### src/rtl/typeb_cmd_regs.svh
// Constants of the Type B halt, attribute and select command handler.
// Assumes byte-framed receive and transmit paths on the same clock.
`ifndef TYPEB_CMD_REGS_SVH
`define TYPEB_CMD_REGS_SVH
`define CRC_B_INIT     16'hFFFF
`define CRC_B_POLY     16'h8408
`define CRC_B_RESIDUE  16'hF0B8
`define ATTR_CODE      8'h1D
`define MBL_CODE       4'h1
`define CID_NONE       4'h0
`define HALT_CODE      8'h50
`define HALT_ACK       8'h00
`define CLA_STD        8'h00
`define INS_SELECT     8'hA4
`define INS_READ       8'hB0
`define P1P2_EF        16'h020C
`define P1P2_APP       16'h0400
`define P1P2_FID       16'h000C
`define LC_APP         8'h07
`define LC_FILE        8'h02
`define LE_APP         8'h00
`define NDEF_AID       56'hD276_0000_8501_01
`define CC_FILE_ID     16'hE103
`define NDEF_FILE_ID   16'h0103
`define SW_OK          16'h9000
`define SW_ERR         16'h6A82
`define RX_DEPTH       16
`endif

### src/rtl/typeb_cmd_pkg.sv
// Types shared by the Type B command handler.
// Constants live in typeb_cmd_regs.svh.
package typeb_cmd_pkg;
    typedef enum logic [1:0] {ST_RX, ST_DECIDE, ST_TX} phase_t;
    typedef enum logic [2:0] {SEL_NONE, SEL_EF, SEL_APP, SEL_CC, SEL_NDEF} sel_t;
    typedef struct packed {
        phase_t          ph;
        logic [15:0][7:0] rb;
        logic [7:0]      rlen;
        logic [15:0]     rcrc;
        logic [1:0][7:0] rsp;
        logic [1:0]      rsp_len;
        logic [2:0]      pos;
        logic [15:0]     tcrc;
        logic            tv;
        logic [7:0]      td;
        logic            tl;
        logic            halt_pend;
        logic            halted;
        sel_t            sel;
        logic [15:0]     elementary_file_identifier;
        logic            rd_mem;
        logic            rd_host;
        logic [15:0]     rd_addr;
        logic [7:0]      rd_len;
    } state_t;
endpackage

### src/rtl/crc_b_step.sv
// One-byte step of the reflected CRC_B polynomial, LSB first.
// Purely combinational; the caller holds the running value.
`timescale 1ns/1ps
`include "typeb_cmd_regs.svh"
module crc_b_step (
    // Running value and new byte
    input  wire logic [15:0] crc_in,
    input  wire logic [7:0]  data,
    // Updated value
    output logic      [15:0] crc_out
);
    // Bitwise shift, eight steps per byte
    always_comb begin
        logic [15:0] c;
        c = crc_in ^ {8'h00, data};
        for (int i = 0; i < 8; i++) begin
            c = c[0] ? ((c >> 1) ^ `CRC_B_POLY) : (c >> 1);
        end
        crc_out = c;
    end
endmodule // crc_b_step

### src/rtl/typeb_halt_select_cmd.sv
// Type B command handler: attribute answer, halt, file select, read dispatch.
// Assumes receive, transmit, identifier and tunnel inputs share REF_CLK.
`timescale 1ns/1ps
`include "typeb_cmd_regs.svh"
module typeb_halt_select_cmd
    import typeb_cmd_pkg::*;
(
    // Clock and reset
    input  wire logic        REF_CLK,
    input  wire logic        RST,
    // Received frame bytes, CRC_B included
    input  wire logic        RX_VALID,
    input  wire logic [7:0]  RX_DATA,
    input  wire logic        RX_END,
    // Tag identity and mode
    input  wire logic [31:0] PSEUDO_UNIQUE_ID,
    input  wire logic        TUNNEL_MODE,
    // Response bytes toward the modulator
    output logic             TX_VALID,
    output logic [7:0]       TX_DATA,
    output logic             TX_LAST,
    input  wire logic        TX_READY,
    // Tag state
    output logic             HALTED,
    output logic [2:0]       SEL_KIND,
    output logic [15:0]      SEL_ELEMENTARY_FILE_IDENTIFIER,
    // Read dispatch
    output logic             RD_MEM_REQ,
    output logic             RD_HOST_REQ,
    output logic [15:0]      RD_ADDR,
    output logic [7:0]       RD_LEN
);
    state_t      s_q;
    state_t      s_d;
    logic [15:0] rx_crc_nx;
    logic [15:0] tx_crc_nx;

    // CRC over received bytes and over transmitted bytes
    crc_b_step u_rx_crc (
        .crc_in  (s_q.rcrc),
        .data    (RX_DATA),
        .crc_out (rx_crc_nx)
    );
    crc_b_step u_tx_crc (
        .crc_in  (s_q.tcrc),
        .data    (s_q.td),
        .crc_out (tx_crc_nx)
    );

    // Frame decode, valid during the decide phase
    logic [7:0]  nbody;
    logic        dec;
    logic        crc_ok;
    logic        is_attr;
    logic        halt_ok;
    logic        is_halt;
    logic        cla_ok;
    logic [7:0]  ins;
    logic [15:0] p1p2;
    logic [7:0]  lc;
    logic        p_app;
    logic        p_fid;
    logic        p_ef;
    logic        len_ok;
    logic        aid_ok;
    logic [15:0] fid;
    logic        sel_good;
    logic        is_read;

    assign dec     = (s_q.ph == ST_DECIDE);
    assign nbody   = s_q.rlen - 8'h02;
    // Short frames can not carry a CRC, so they fail too
    assign crc_ok  = (s_q.rcrc == `CRC_B_RESIDUE) && (s_q.rlen >= 8'h03);
    assign is_attr = (s_q.rb[0] == `ATTR_CODE);
    assign is_halt = (s_q.rb[0] == `HALT_CODE);
    assign halt_ok = is_halt && (nbody == 8'h05) &&
                     ({s_q.rb[1], s_q.rb[2], s_q.rb[3], s_q.rb[4]} == PSEUDO_UNIQUE_ID);
    assign cla_ok  = (s_q.rb[0] == `CLA_STD);
    assign ins     = s_q.rb[1];
    assign p1p2    = {s_q.rb[2], s_q.rb[3]};
    assign lc      = s_q.rb[4];
    assign p_app   = (p1p2 == `P1P2_APP);
    assign p_fid   = (p1p2 == `P1P2_FID);
    assign p_ef    = (p1p2 == `P1P2_EF);
    // Expected-length byte only on application select, and only as 0x00
    assign len_ok  = p_app ? ((lc == `LC_APP) && ((nbody == 8'h0C) ||
                     ((nbody == 8'h0D) && (s_q.rb[12] == `LE_APP))))
                           : ((lc == `LC_FILE) && (nbody == 8'h07));
    assign aid_ok  = ({s_q.rb[5], s_q.rb[6], s_q.rb[7], s_q.rb[8], s_q.rb[9],
                       s_q.rb[10], s_q.rb[11]} == `NDEF_AID);
    assign fid     = {s_q.rb[5], s_q.rb[6]};
    assign sel_good = cla_ok && (ins == `INS_SELECT) && (p_app || p_fid || p_ef) &&
                      len_ok && (!p_app || aid_ok);
    assign is_read = cla_ok && (ins == `INS_READ) && (nbody == 8'h05);

    // Next-state logic for receive, decide and transmit
    always_comb begin
        s_d = s_q;
        s_d.rd_mem = 1'b0;
        s_d.rd_host = 1'b0;
        unique case (s_q.ph)
            ST_RX: begin
                // Bytes past the buffer still feed the CRC and the count
                if (RX_VALID) begin
                    s_d.rcrc = rx_crc_nx;
                    if (s_q.rlen < 8'd`RX_DEPTH) begin
                        s_d.rb[s_q.rlen[3:0]] = RX_DATA;
                    end
                    if (s_q.rlen != 8'hFF) begin
                        s_d.rlen = s_q.rlen + 8'h01;
                    end
                end
                if (RX_END) begin
                    s_d.ph = ST_DECIDE;
                end
            end
            ST_DECIDE: begin
                s_d.rlen = 8'h00;
                s_d.rcrc = `CRC_B_INIT;
                s_d.ph = ST_RX;
                s_d.pos = 3'd0;
                s_d.tcrc = `CRC_B_INIT;
                // A halted tag stays silent; bad frames get no answer
                if (crc_ok && !s_q.halted) begin
                    if (is_attr) begin
                        s_d.rsp[0] = {`MBL_CODE, `CID_NONE};
                        s_d.rsp_len = 2'd1;
                        s_d.ph = ST_TX;
                    end else if (is_halt) begin
                        if (halt_ok) begin
                            s_d.rsp[0] = `HALT_ACK;
                            s_d.rsp_len = 2'd1;
                            s_d.halt_pend = 1'b1;
                            s_d.ph = ST_TX;
                        end
                    end else if (is_read) begin
                        // Payload path lives elsewhere; only dispatch here
                        s_d.rd_host = TUNNEL_MODE;
                        s_d.rd_mem = !TUNNEL_MODE;
                        s_d.rd_addr = p1p2;
                        s_d.rd_len = lc;
                    end else begin
                        // Status words only, never file control information
                        s_d.rsp = sel_good ? `SW_OK : `SW_ERR;
                        s_d.rsp_len = 2'd2;
                        s_d.ph = ST_TX;
                        if (sel_good) begin
                            if (p_app) begin
                                s_d.sel = SEL_APP;
                            end else if (p_fid && fid == `CC_FILE_ID) begin
                                s_d.sel = SEL_CC;
                            end else if (p_fid && fid == `NDEF_FILE_ID) begin
                                s_d.sel = SEL_NDEF;
                            end else begin
                                // Reserved identifiers sent with P1P2_EF land here too
                                s_d.sel = SEL_EF;
                                s_d.elementary_file_identifier = fid;
                            end
                        end
                    end
                end
                if (s_d.ph == ST_TX) begin
                    s_d.tv = 1'b1;
                    s_d.td = s_d.rsp[s_d.rsp_len - 2'd1];
                end
            end
            ST_TX: begin
                // Body bytes go high first, then CRC low and high
                if (s_q.tv && TX_READY) begin
                    if (s_q.tl) begin
                        s_d.tv = 1'b0;
                        s_d.tl = 1'b0;
                        s_d.ph = ST_RX;
                        if (s_q.halt_pend) begin
                            s_d.halted = 1'b1;
                            s_d.halt_pend = 1'b0;
                        end
                    end else begin
                        s_d.pos = s_q.pos + 3'd1;
                        if (s_d.pos < {1'b0, s_q.rsp_len}) begin
                            s_d.tcrc = tx_crc_nx;
                            s_d.td = s_q.rsp[s_q.rsp_len - 2'd1 - s_d.pos[1:0]];
                        end else if (s_d.pos == {1'b0, s_q.rsp_len}) begin
                            s_d.tcrc = ~tx_crc_nx;
                            s_d.td = ~tx_crc_nx[7:0];
                        end else begin
                            s_d.td = s_q.tcrc[15:8];
                            s_d.tl = 1'b1;
                        end
                    end
                end
            end
        endcase
    end

    // State register
    always_ff @(posedge REF_CLK) begin
        if (RST) begin
            s_q <= '0;
            s_q.ph <= ST_RX;
            s_q.rcrc <= `CRC_B_INIT;
            s_q.tcrc <= `CRC_B_INIT;
            s_q.sel <= SEL_NONE;
        end else begin
            s_q <= s_d;
        end
    end

    // Outputs straight from the state register
    assign TX_VALID    = s_q.tv;
    assign TX_DATA     = s_q.td;
    assign TX_LAST     = s_q.tl;
    assign HALTED      = s_q.halted;
    assign SEL_KIND    = s_q.sel;
    assign SEL_ELEMENTARY_FILE_IDENTIFIER   = s_q.elementary_file_identifier;
    assign RD_MEM_REQ  = s_q.rd_mem;
    assign RD_HOST_REQ = s_q.rd_host;
    assign RD_ADDR     = s_q.rd_addr;
    assign RD_LEN      = s_q.rd_len;

    // Checks on the decide phase and its effects
    logic go;
    assign go = dec && crc_ok && !s_q.halted;

    attr_len_code_a: assert property (@(posedge REF_CLK) disable iff (RST)
        go && is_attr |=> TX_VALID && TX_DATA[7:4] == `MBL_CODE)
        else $error("attribute length code wrong");
    attr_cid_nib_a: assert property (@(posedge REF_CLK) disable iff (RST)
        go && is_attr |=> TX_DATA == 8'h10) else $error("attribute byte not 0x10");
    halt_wrong_id_a: assert property (@(posedge REF_CLK) disable iff (RST)
        go && is_halt && !halt_ok |=> !TX_VALID && $stable(HALTED))
        else $error("halt acted on foreign identifier");
    halt_ack_a: assert property (@(posedge REF_CLK) disable iff (RST)
        go && halt_ok |=> TX_VALID && TX_DATA == `HALT_ACK && !HALTED)
        else $error("halt acknowledge wrong");
    halt_enter_a: assert property (@(posedge REF_CLK) disable iff (RST)
        TX_VALID && TX_READY && TX_LAST && s_q.halt_pend |=> HALTED)
        else $error("halted state not entered");
    sel_bad_cla_a: assert property (@(posedge REF_CLK) disable iff (RST)
        go && !is_attr && !is_halt && !cla_ok |=> TX_VALID && TX_DATA == 8'(`SW_ERR >> 8))
        else $error("foreign class not refused");
    sel_cc_file_a: assert property (@(posedge REF_CLK) disable iff (RST)
        go && sel_good && p_fid && fid == `CC_FILE_ID |=> SEL_KIND == SEL_CC)
        else $error("capability file not selected");
    sel_ef_any_a: assert property (@(posedge REF_CLK) disable iff (RST)
        go && sel_good && p_ef |=> SEL_KIND == SEL_EF && SEL_ELEMENTARY_FILE_IDENTIFIER == $past(fid))
        else $error("elementary file select lost");
    read_route_a: assert property (@(posedge REF_CLK) disable iff (RST)
        go && is_read && !is_attr && !is_halt |=> RD_HOST_REQ == $past(TUNNEL_MODE)
        && RD_MEM_REQ != $past(TUNNEL_MODE)) else $error("read routed wrongly");
    bad_crc_quiet_a: assert property (@(posedge REF_CLK) disable iff (RST)
        dec && !crc_ok |=> !TX_VALID [*2]) else $error("answer to bad frame");
endmodule // typeb_halt_select_cmd

### config.mk
export PLATFORM = sky130hd
export DESIGN_NAME = typeb_halt_select_cmd
export DESIGN_NICKNAME = d
export VERILOG_FILES = /design/src/rtl/typeb_cmd_pkg.sv /design/src/rtl/crc_b_step.sv /design/src/rtl/typeb_halt_select_cmd.sv
export VERILOG_INCLUDE_DIRS = /design/src /design/src/rtl
export SDC_FILE = /design/constraint.sdc
export NUM_CORES = 1
export LEC_CHECK = 0
export ABC_CLOCK_PERIOD_IN_PS = 3500
export BUFFER_PORTS_ARGS = -buffer_cell sky130_fd_sc_hd__buf_2
export CORE_AREA = 2 2 215 133
export CTS_CLUSTER_SIZE = 30
export DETAILED_ROUTE_END_ITERATION = 16
export DIE_AREA = 0 0 217 135
export SYNTH_ARGS = -nofsm -noshare
export SYNTH_HDL_FRONTEND = slang
export SYNTH_SLANG_ARGS = --single-unit
### constraint.sdc
create_clock -name REF_CLK -period 3.5 [get_ports REF_CLK]
set_input_delay 0.175 -clock REF_CLK [delete_from_list [all_inputs] [get_ports REF_CLK]]
set_output_delay 0.175 -clock REF_CLK [all_outputs]
set_load 0.005 [all_outputs]
## Yosys cells after proc, flatten, opt, wreduce, memory -nomap -nowiden

Cells that the tools add are included.

| word-level totals | value |
|---|---|
| register bits after elaboration | 248 |
| input bits | 46 |
| output and inout bits | 56 |
| logic and storage cells | 224 |

| operators by class | value |
|---|---|
| add/subtract/negate cells | 6 |
| order comparisons | 7 |
| equal/unequal tests | 35 |
| multiplexer cells | 69 |
| bitwise operators | 28 |
| reduce and logical (&&, ||, !) cells | 44 |

Operators with widths:

| cell | number |
|---|---|
| 16-bit two-way mux | 19 |
| 128-bit bitwise mux | 1 |
| 8-bit two-way mux | 11 |
| 56-bit equality test, second input constant | 1 |
| 28-bit case mux with 2 select lines | 1 |
| 18-bit two-way mux | 3 |
| 2-bit NOT with 3-bit output | 16 |
| 24-bit case mux with 2 select lines | 1 |
| 8-bit demux with 4-bit select | 1 |
| 16-bit equality test, second input constant | 2 |
| 32-bit equality test | 1 |
| 16-bit by 8-bit XOR with 16-bit output | 2 |
| 31-bit two-way mux | 1 |
| 10-bit two-way mux | 3 |
| 8-bit by 3-bit equality test with 1-bit output, second input constant | 3 |
| 24-bit two-way mux | 1 |
| 2-bit two-way mux | 10 |
| 19-bit two-way mux | 1 |
| 1-bit logical AND | 17 |
| 16-bit by 10-bit equality test with 1-bit output, second input constant | 1 |
| 16-bit by 11-bit equality test with 1-bit output, second input constant | 1 |
| 16-bit by 4-bit equality test with 1-bit output, second input constant | 1 |
| 16-bit by 9-bit equality test with 1-bit output, second input constant | 1 |
| 8-bit by 4-bit equality test with 1-bit output, second input constant | 2 |
| other kinds (43) | 88 |

## Longest topological paths before layout

Gate-level depths: netlist of run 1.

| depth | value |
|---|---|
| depth after elaboration | 23 |
| depth in mapped cells | 14 |
| depth with buffers taken out | 10 |

## Hierarchy

A second synthesis of run 1 with hierarchy kept.

| second synthesis, totals | value |
|---|---|
| cell total of the unflattened synthesis | 1270 |
| area, all modules | 11394.7 um^2 |

By module, submodules not included:

| module | times used | cells an instance | area an instance (um^2) | sequential area each (um^2) |
|---|---|---|---|---|
| typeb_halt_select_cmd | 1 | 1220 | 10633.9 | 4484.3 |
| crc_b_step | 2 | 25 | 380.4 | 0.0 |

## Worst setup path after synthesis of run 1

OpenSTA, ideal clock, no wires.

| timing | value |
|---|---|
| path kind | register to register |
| from | register s_q[112] in the netlist's numbering |
| to | register s_q (netlist bit SEL_ELEMENTARY_FILE_IDENTIFIER[5]) |
| library setup time | 0.128 ns |
| data arrival time | 3.222 ns |
| required time | 3.372 ns |
| path slack | 0.150 ns |
| cell stages (with the launch flop) | 15 |
| path buffers | 4 |
| clock period less this slack | 3.350 ns |
| path through | dfxtp_1 buf_6 inv_1 ha_1 or2_0 a211o_1 and2_4 or4_4 or4_4 buf_6 nor3b_2 buf_6 buf_12 mux2i_1 nor2_1 |

| on the way | value |
|---|---|
| word-level cells in the longest chain between the ends | 9 |
| elaborated cells between the ends (all ways) | 18 |
| classes of those cells | 1 x add/sub; 1 x order compare; 4 x eq/ne; 1 x mux; 1 x bitwise; 10 x reduce/logical |

Ends and longest elaborated chain:

| what | line | text |
|---|---|---|
| from (decl) | typeb_halt_select_cmd.sv:33 | `state_t s_q;` |
| 8-bit by 2-bit subtractor with 8-bit output | typeb_halt_select_cmd.sv:71 | `assign nbody = s_q.rlen - 8'h02;` |
| 8-bit by 4-bit equality test with 1-bit output | typeb_halt_select_cmd.sv:87 | `` ((nbody == 8'h0D) && (s_q.rb[12] == `LE_APP)))) `` |
| 1-bit logical AND | typeb_halt_select_cmd.sv:87 |  |
| 1-bit logical OR | typeb_halt_select_cmd.sv:86 | `` assign len_ok = p_app ? ((lc == `LC_APP) && ((nbody == 8'h0C) \|\| `` |
| 1-bit logical AND | typeb_halt_select_cmd.sv:86 |  |
| 1-bit two-way mux | typeb_halt_select_cmd.sv:86 |  |
| 1-bit logical AND (2 in a row) | typeb_halt_select_cmd.sv:92 | `` assign sel_good = cla_ok && (ins == `INS_SELECT) && (p_app \|\| p_fid \|\| p_ef) && `` |
| 9-bit AND reduction (no source line) (*) | - |  |

Every way passes the cells marked *; elsewhere a longest branch is shown, timed or not.
A chain may end at the register's enable or synchronous reset.

## Worst setup path after layout of run 1

| timing | value |
|---|---|
| from | register s_q[114] in the netlist's numbering |
| to | register s_q (netlist bit SEL_ELEMENTARY_FILE_IDENTIFIER[13]) |

The elaborated chain is that of the path after synthesis.

==> metrics.yaml, run 1 <==
h-tree-depth: 1
cp.arrival_ps: 3730
fin_crit_sh: 0.951
postCtsSetupBuffers: 0
drtPass1Iterations: 6
postSynth.asyncResetShare: 0
power.leakage_uw: 0.00490
nets: 1330
rsz0062_at_grt: "false"
diodes: 0
synth.cells.most_frequent: "224 x dfxtp_1, 151 x nor2_1, 109 x nand2_1"
syn_inst: 1233
drive_above_1_share: 0.149
seqCellArea_mm2: 0.00449
cts_buffers: 23
cts_root_buffer: "clkbuf_16"
fin_crit_ps: 3330
yosysMostFrequentCell: "dfxtp_1"
use_met3: 0.0511
grt_max_degree: 127
yosysSeqAreaShare: 0.416
clockBufferDepth: 3
core_mm2: 0.0272
synthDistinctLibCells: 68
gp_congestion: 0.939
p_per_area_mw_per_mm2: 468
skew_ps: 8.29
crit_chain: "or3_4 -> o21bai_1 -> a211oi_1 -> and2b_2 -> or4_4 -> nor3b_4 -> clkbuf_16 -> mux2i_1 -> nor2_1"
use_met2: 0.280
grt_pass1_vias: 8263
yosys_warnings: 0
synth_edf_count: 0
routedWlPerCell_um: 18.5
fin_cells: 1653
cp_max_fo: 9
initial_core_util: 0.397
rows: 47
die_h_um: 135
final.setup.tns_ps: 0
die_w_um: 217
globalRouteOverflowTotal: 0
dieArea_mm2: 0.0293
dp_cells: 1612
synth_flop_cell: "dfxtp_1"
remaining_drc_errors: 0
path_clk_slew_ps: 60
met1_usage: 0.328
crit_path_start_kind: "flip-flop"
fmax_ghz: 0.300
ios: 102
critPathMaxStageDelay_ps: 610
status: "finished, final reports clean"
cts_tree: "done"
antenna_found_initial: 0
syn-mean-instance-area_um2: 8.74
synthTopCellsByArea: "dfxtp_1 42%, mux2i_1 9.2%, xnor2_1 5.8%"
setup_viol: 0
ys_seq_elements: 224
drtIter0Drc: 807
grt-busiest-layer: "met1"
critPathCaptureType: "flip-flop"
final_antenna_net_count: 0
placement.io_buffers: 101
finalHoldViolCount: 0
relSlewSlack: 0.359
tightest_slew_ps: 961
vias_per_cell: 5.37
drt-total-wl_mm: 30.6
maxCapViolCount: 0
hold_path_class: "primary input to flip-flop"
crit_type: "flip-flop to flip-flop"
slowest_stage: "or4_4"
clk_latency_ps: 520
syn-cell-area_mm2: 0.0108
ir_drop_mv: 0.277
required_ps: 3900
gr-usage-all-layers: 0.207
yosysTopAreaCellShare: 0.416
synth_nets: 1291
cts.sinks: 224
final_max_slew_viol_count: 0
fillerInstances: 2734
multi_input_area_mm2: 0.00557
num_vias: 8869
dp_hpwl_mm: 21.4
yosysTopAreaCell: "dfxtp_1"
area_delta_synth_final_pct: 12.0
grt_pass1_wl_mm: 48.1
final timing paths:
check,startpoint,to,slack [ps],depth (start not counted)
worst min-delay path,TX_READY,TX_LAST$_SDFFE_PP0P_,80,5
worst min register to register,RD_ADDR[9]$_SDFFE_PP0P_,RD_ADDR[9]$_SDFFE_PP0P_,450,2
worst max-delay path,s_q[114]$_SDFFE_PP0P_,SEL_ELEMENTARY_FILE_IDENTIFIER[13]$_SDFFE_PP0P_,170,9
worst max register to register,s_q[114]$_SDFFE_PP0P_,SEL_ELEMENTARY_FILE_IDENTIFIER[13]$_SDFFE_PP0P_,170,9
cells in the final DEF (no fill, tap or decap), drive strengths merged, types with 4 or more instances in the layout:
master / netlist / routed
buf: 60 / 129
nor4b: 10 / 10
o21a: 5 / 5
or3: 4 / 4
clkbuf: 56 / 31
xnor2: 71 / 71
clkinv: 1 / 6
nand4: 24 / 24
nor3b: 4 / 4
nor4bb: 4 / 4
o21ai: 18 / 18
a211oi: 16 / 16
nand3: 51 / 51
a31oi: 7 / 7
inv: 12 / 13
nor3: 26 / 26
ha: 12 / 12
xor2: 32 / 32
and3: 7 / 7
mux2i: 99 / 99
nor2b: 14 / 14
nor2: 151 / 151
a21oi: 79 / 79
dfxtp: 224 / 224
nand2: 109 / 109
nand2b: 37 / 37
or2: 4 / 4
and2: 12 / 12
nor4: 17 / 17
o22ai: 26 / 26
worst max-delay path: cells and delay by family (launching register included):
family	cells	cell delay [ps]
DFF	1	380
buffers and inverters	1	230
muxes	1	190
and+or+nand+nor	5	1750
AOI/OAI and AO/OA	2	650
power breakdown:
group / switching, µW / internal, µW / total, µW
Sequential: 53.7 / 2600 / 2650
Combinational: 359 / 231 / 590
Clock: 1050 / 1350 / 2400
Total: 1460 / 4180 / 5640
per-layer routing:
| layer | wire length, µm | part of all wire | up-vias |
|---|---|---|---|
| li1 | - | - | 4303 |
| met1 | 16000 | 0.52 | 4239 |
| met2 | 11900 | 0.39 | 289 |
| met3 | 2350 | 0.077 | 38 |
| met4 | 415 | 0.014 | 0 |
| met5 | 0 | 0 | - |
flip-flops by register name (all words and copies together), names as in the netlist:
name	flops
fid	16
SEL_ELEMENTARY_FILE_IDENTIFIER	16
TX_VALID	1
s_q	120
TX_DATA	8
TX_LAST	1
HALTED	1
p1p2	16
RD_LEN	8
SEL_KIND	3
RD_HOST_REQ	1
ins	8
lc	8
RD_ADDR	16
RD_MEM_REQ	1
area by class of cell:
cell class | count | area share
clock buffers | 30 | 0.0524
clock inverters | 9 | 0.00716
inverters | 13 | 0.00404
multi-input cells | 879 | 0.462
flip-flops and latches | 224 | 0.372
well taps | 367 | 0.0381
repair buffers | 131 | 0.0648
what timing repair did:
| item | 4_1_cts | 5_1_grt |
|---|---|---|
| resized for setup | 0 | 7 |
| endpoints found under the setup margin | 0 | 16 |
| hold buffers | 1 | 0 |
| hold endpoints to repair | 2 | 0 |
through the flow:
step	instance area, µm²	setup WS [ps]	hold WS, ps	util	power [µW]
2_1_floorplan	10800	150	254	-	3110
5_1_grt	12100	31.1	109	0.444	5860
6_report	12100	171	79.4	0.444	5640
4_1_cts	12000	115	70.5	0.442	5690
3_3_place_gp	11300	290	350	0.415	3280
3_5_place_dp	11300	115	361	0.415	3290
logic make-up after synthesis:
kind of cell    Yosys count  synth area share
xor+xnor                103            0.0837
fa+ha+maj                12            0.0139
flops                   224             0.416
buf+inv                 130            0.0692
mux                      99            0.0920
compound gates          172            0.0960
simple gates            493             0.229
No activity file was read; power rests on OpenSTA's default activity.
==> inputs of run 2 (changes only) <==
- CTS_BUF_LIST: unset -> sky130_fd_sc_hd__clkbuf_4 sky130_fd_sc_hd__clkbuf_8
==> run 2 against run 1 <==
Utilization is 0.25 points higher. Final cell count up 1.4%. Die area stayed put. Critical path type unchanged. Critical endpoint unchanged. Wire length grew 1.0%. Largest cell class unchanged. Largest power group unchanged. Non-clock buffer count did not move. Critical path depth unchanged.
==> metrics.yaml, run 2 (same netlist as run 1, synthesis figures left out) <==
globalRouteOverflowTotal: 0  # unchanged
remaining_drc_errors: 0  # unchanged
path_buf_inv: 1  # unchanged
final_antenna_net_count: 0  # unchanged
pre_cts_slack_ps: 115  # unchanged
final_max_slew_viol_count: 0  # unchanged
power.leakage_uw: 0.00497  # +1.4%
seq_power_share: 0.464  # -0.007
clkPwrFrac: 0.432  # +0.007
crit_path_start_kind: "flip-flop"
power.internal_uw: 4250  # +1.6%
cts_root_buffer: "clkbuf_8"
grt_max_degree: 127  # unchanged
initial_core_util: 0.397  # unchanged
slowest_stage: "or4_4"
required_ps: 3930  # +30 ps
dieArea_mm2: 0.0293  # unchanged
use_met3: 0.0579  # +0.00676
path_clk_slew_ps: 60  # about the same
routedWlPerCell_um: 18.4  # -0.34%
cp.arrival_ps: 3740  # about the same
gr-usage-all-layers: 0.211  # +0.00321
rsz0062_at_grt: "false"
diodes: 0  # unchanged
fmax_ghz: 0.302  # +0.54%
rr_startpoint: "s_q[114]$_SDFFE_PP0P_"
fin_crit_sh: 0.946  # -0.00510
ios: 102  # unchanged
combPwrFrac: 0.103  # -0.002
cp_max_fo: 9  # unchanged
p_per_area_mw_per_mm2: 471  # +0.79%
skew_ps: 33.2  # +24.9 ps
rows: 47  # unchanged
antenna_found_initial: 0  # unchanged
status: "finished, final reports clean"
placement.io_buffers: 101  # unchanged
nets: 1343  # +0.98%
cts_buffers: 36  # +57%
met1_usage: 0.328  # about the same
area_delta_synth_final_pct: 12.6
crit_start: "s_q[114]$_SDFFE_PP0P_"
layout_common_cells: "224 x dfxtp_1, 151 x nor2_1, 109 x nand2_1"
critPathMaxStageDelay_ps: 610  # about the same
drtIter0Drc: 723  # -10%
largest_reg_flops: 120  # unchanged
vias_per_cell: 5.33  # -0.58%
top_register: "s_q"
timing.final.ws_setup_ps: 188  # +17.8 ps
tightest_slew_ps: 964  # +2.93 ps
postCtsSetupBuffers: 0  # unchanged
grt_pass1_wl_mm: 48.4  # +0.73%
drtPass1Iterations: 5  # -1
relSlewSlack: 0.357  # -0.00195
critPathCaptureType: "flip-flop"
clockBufferDepth: 3  # unchanged
grt_pass1_vias: 8359  # +1.2%
h-tree-depth: 2  # +1
drt-total-wl_mm: 30.9  # +1.0%
hold_start: "TX_READY"
gp_congestion: 0.939  # unchanged
core_mm2: 0.0272  # unchanged
crit_type: "flip-flop to flip-flop"
finalHoldViolCount: 0  # unchanged
cp_top_family: "simple AND/OR/NAND/NOR gates"
cts.sinks: 224  # unchanged
netSwitchingFraction: 0.257  # -0.00161
crit_chain: "or3_4 -> o21bai_1 -> a211oi_1 -> and2b_2 -> or4_4 -> nor3b_4 -> clkbuf_16 -> mux2i_1 -> nor2_1"
clk_latency_ps: 550  # +30 ps
grt-busiest-layer: "met1"
die_w_um: 217  # unchanged
use_met2: 0.280  # about the same
final_common_cell: "dfxtp_1"
cts_tree: "done"
p_switching_uw: 1470  # +0.73%
setup_viol: 0  # unchanged
fin_crit_ps: 3310  # -17.8 ps
dp_hpwl_mm: 21.4  # unchanged
ir_drop_mv: 0.238  # -14%
die_h_um: 135  # unchanged
num_vias: 8940  # +0.80%
maxCapViolCount: 0  # unchanged
hold_path_class: "primary input to flip-flop"
drive_above_1_share: 0.166  # +0.0165
final.setup.tns_ps: 0  # unchanged
## run 2: cell types whose count changed in the layout (fill, tap and decap cells not counted), moves of 2 or more
cell        before  now
clkinvlp_4       2    0
clkbuf_8         3   49
clkbuf_16       24    1
clkbuf_1         4    0
clkbuf_4         0    9
clkinv_4         2    0
## run 2: through the flow
stage | total power [µW] | utilization | cells | hold slack [ps] | area, µm²
floorplan | 3110 | - | 1233 | 254 | 10800
global placement | 3280 | 0.415 | 1612 | 350 | 11300
detailed placement | 3290 | 0.415 | 1612 | 361 | 11300
CTS | 5770 | 0.445 | 1675 | 43.3 | 12100
global route | 5970 | 0.447 | 1676 | 82.6 | 12100
finish | 5720 | 0.447 | 1676 | 66.4 | 12100
## run 2: final timing paths
kind	end	slack [ps]	cells past startpoint
hold reg to reg	RD_ADDR[9]$_SDFFE_PP0P_	450	2
setup / recovery	SEL_ELEMENTARY_FILE_IDENTIFIER[13]$_SDFFE_PP0P_	190	9
hold / removal	TX_LAST$_SDFFE_PP0P_	70	5
setup reg to reg	SEL_ELEMENTARY_FILE_IDENTIFIER[13]$_SDFFE_PP0P_	190	9
## run 2: layout make-up
class                      count  area [µm²]
fill                        2745       15000
multi-input combinational    879        5570
sequential                   224        4480
timing repair buffer         131         782
clock buffer                  58         742
tap                          367         459
clock inverter                 4        48.8
inverter                      13        48.8
## run 2: power by group through the flow
stage	combinational (µW)	sequential (µW)	clock (µW)
global route	644	2660	2660
floorplan	418	2690	0
global placement	576	2710	0
CTS	584	2650	2530
finish	590	2660	2470
detailed placement	579	2710	0
## run 2: repair_timing
action                                  CTS  global route
endpoints found under the setup margin    0            16
gates resized for setup                   0             5
hold buffers                              1             0
endpoints found under the hold margin     2             0
## run 2: per-layer routing
| layer | vias up | part of all wire |
|---|---|---|
| met4 | 0 | 0.016 |
| met5 | - | 0 |
| met2 | 290 | 0.39 |
| met1 | 4268 | 0.52 |
| li1 | 4328 | - |
| met3 | 54 | 0.081 |
## run 2: worst reg2reg max path, stage by stage (launching register included)
cell and delay, ps:
dfxtp_1 380, or3_4 410, o21bai_1 170, a211oi_1 490
and2b_2 320, or4_4 610, nor3b_4 350, clkbuf_16 240
mux2i_1 190, nor2_1 60
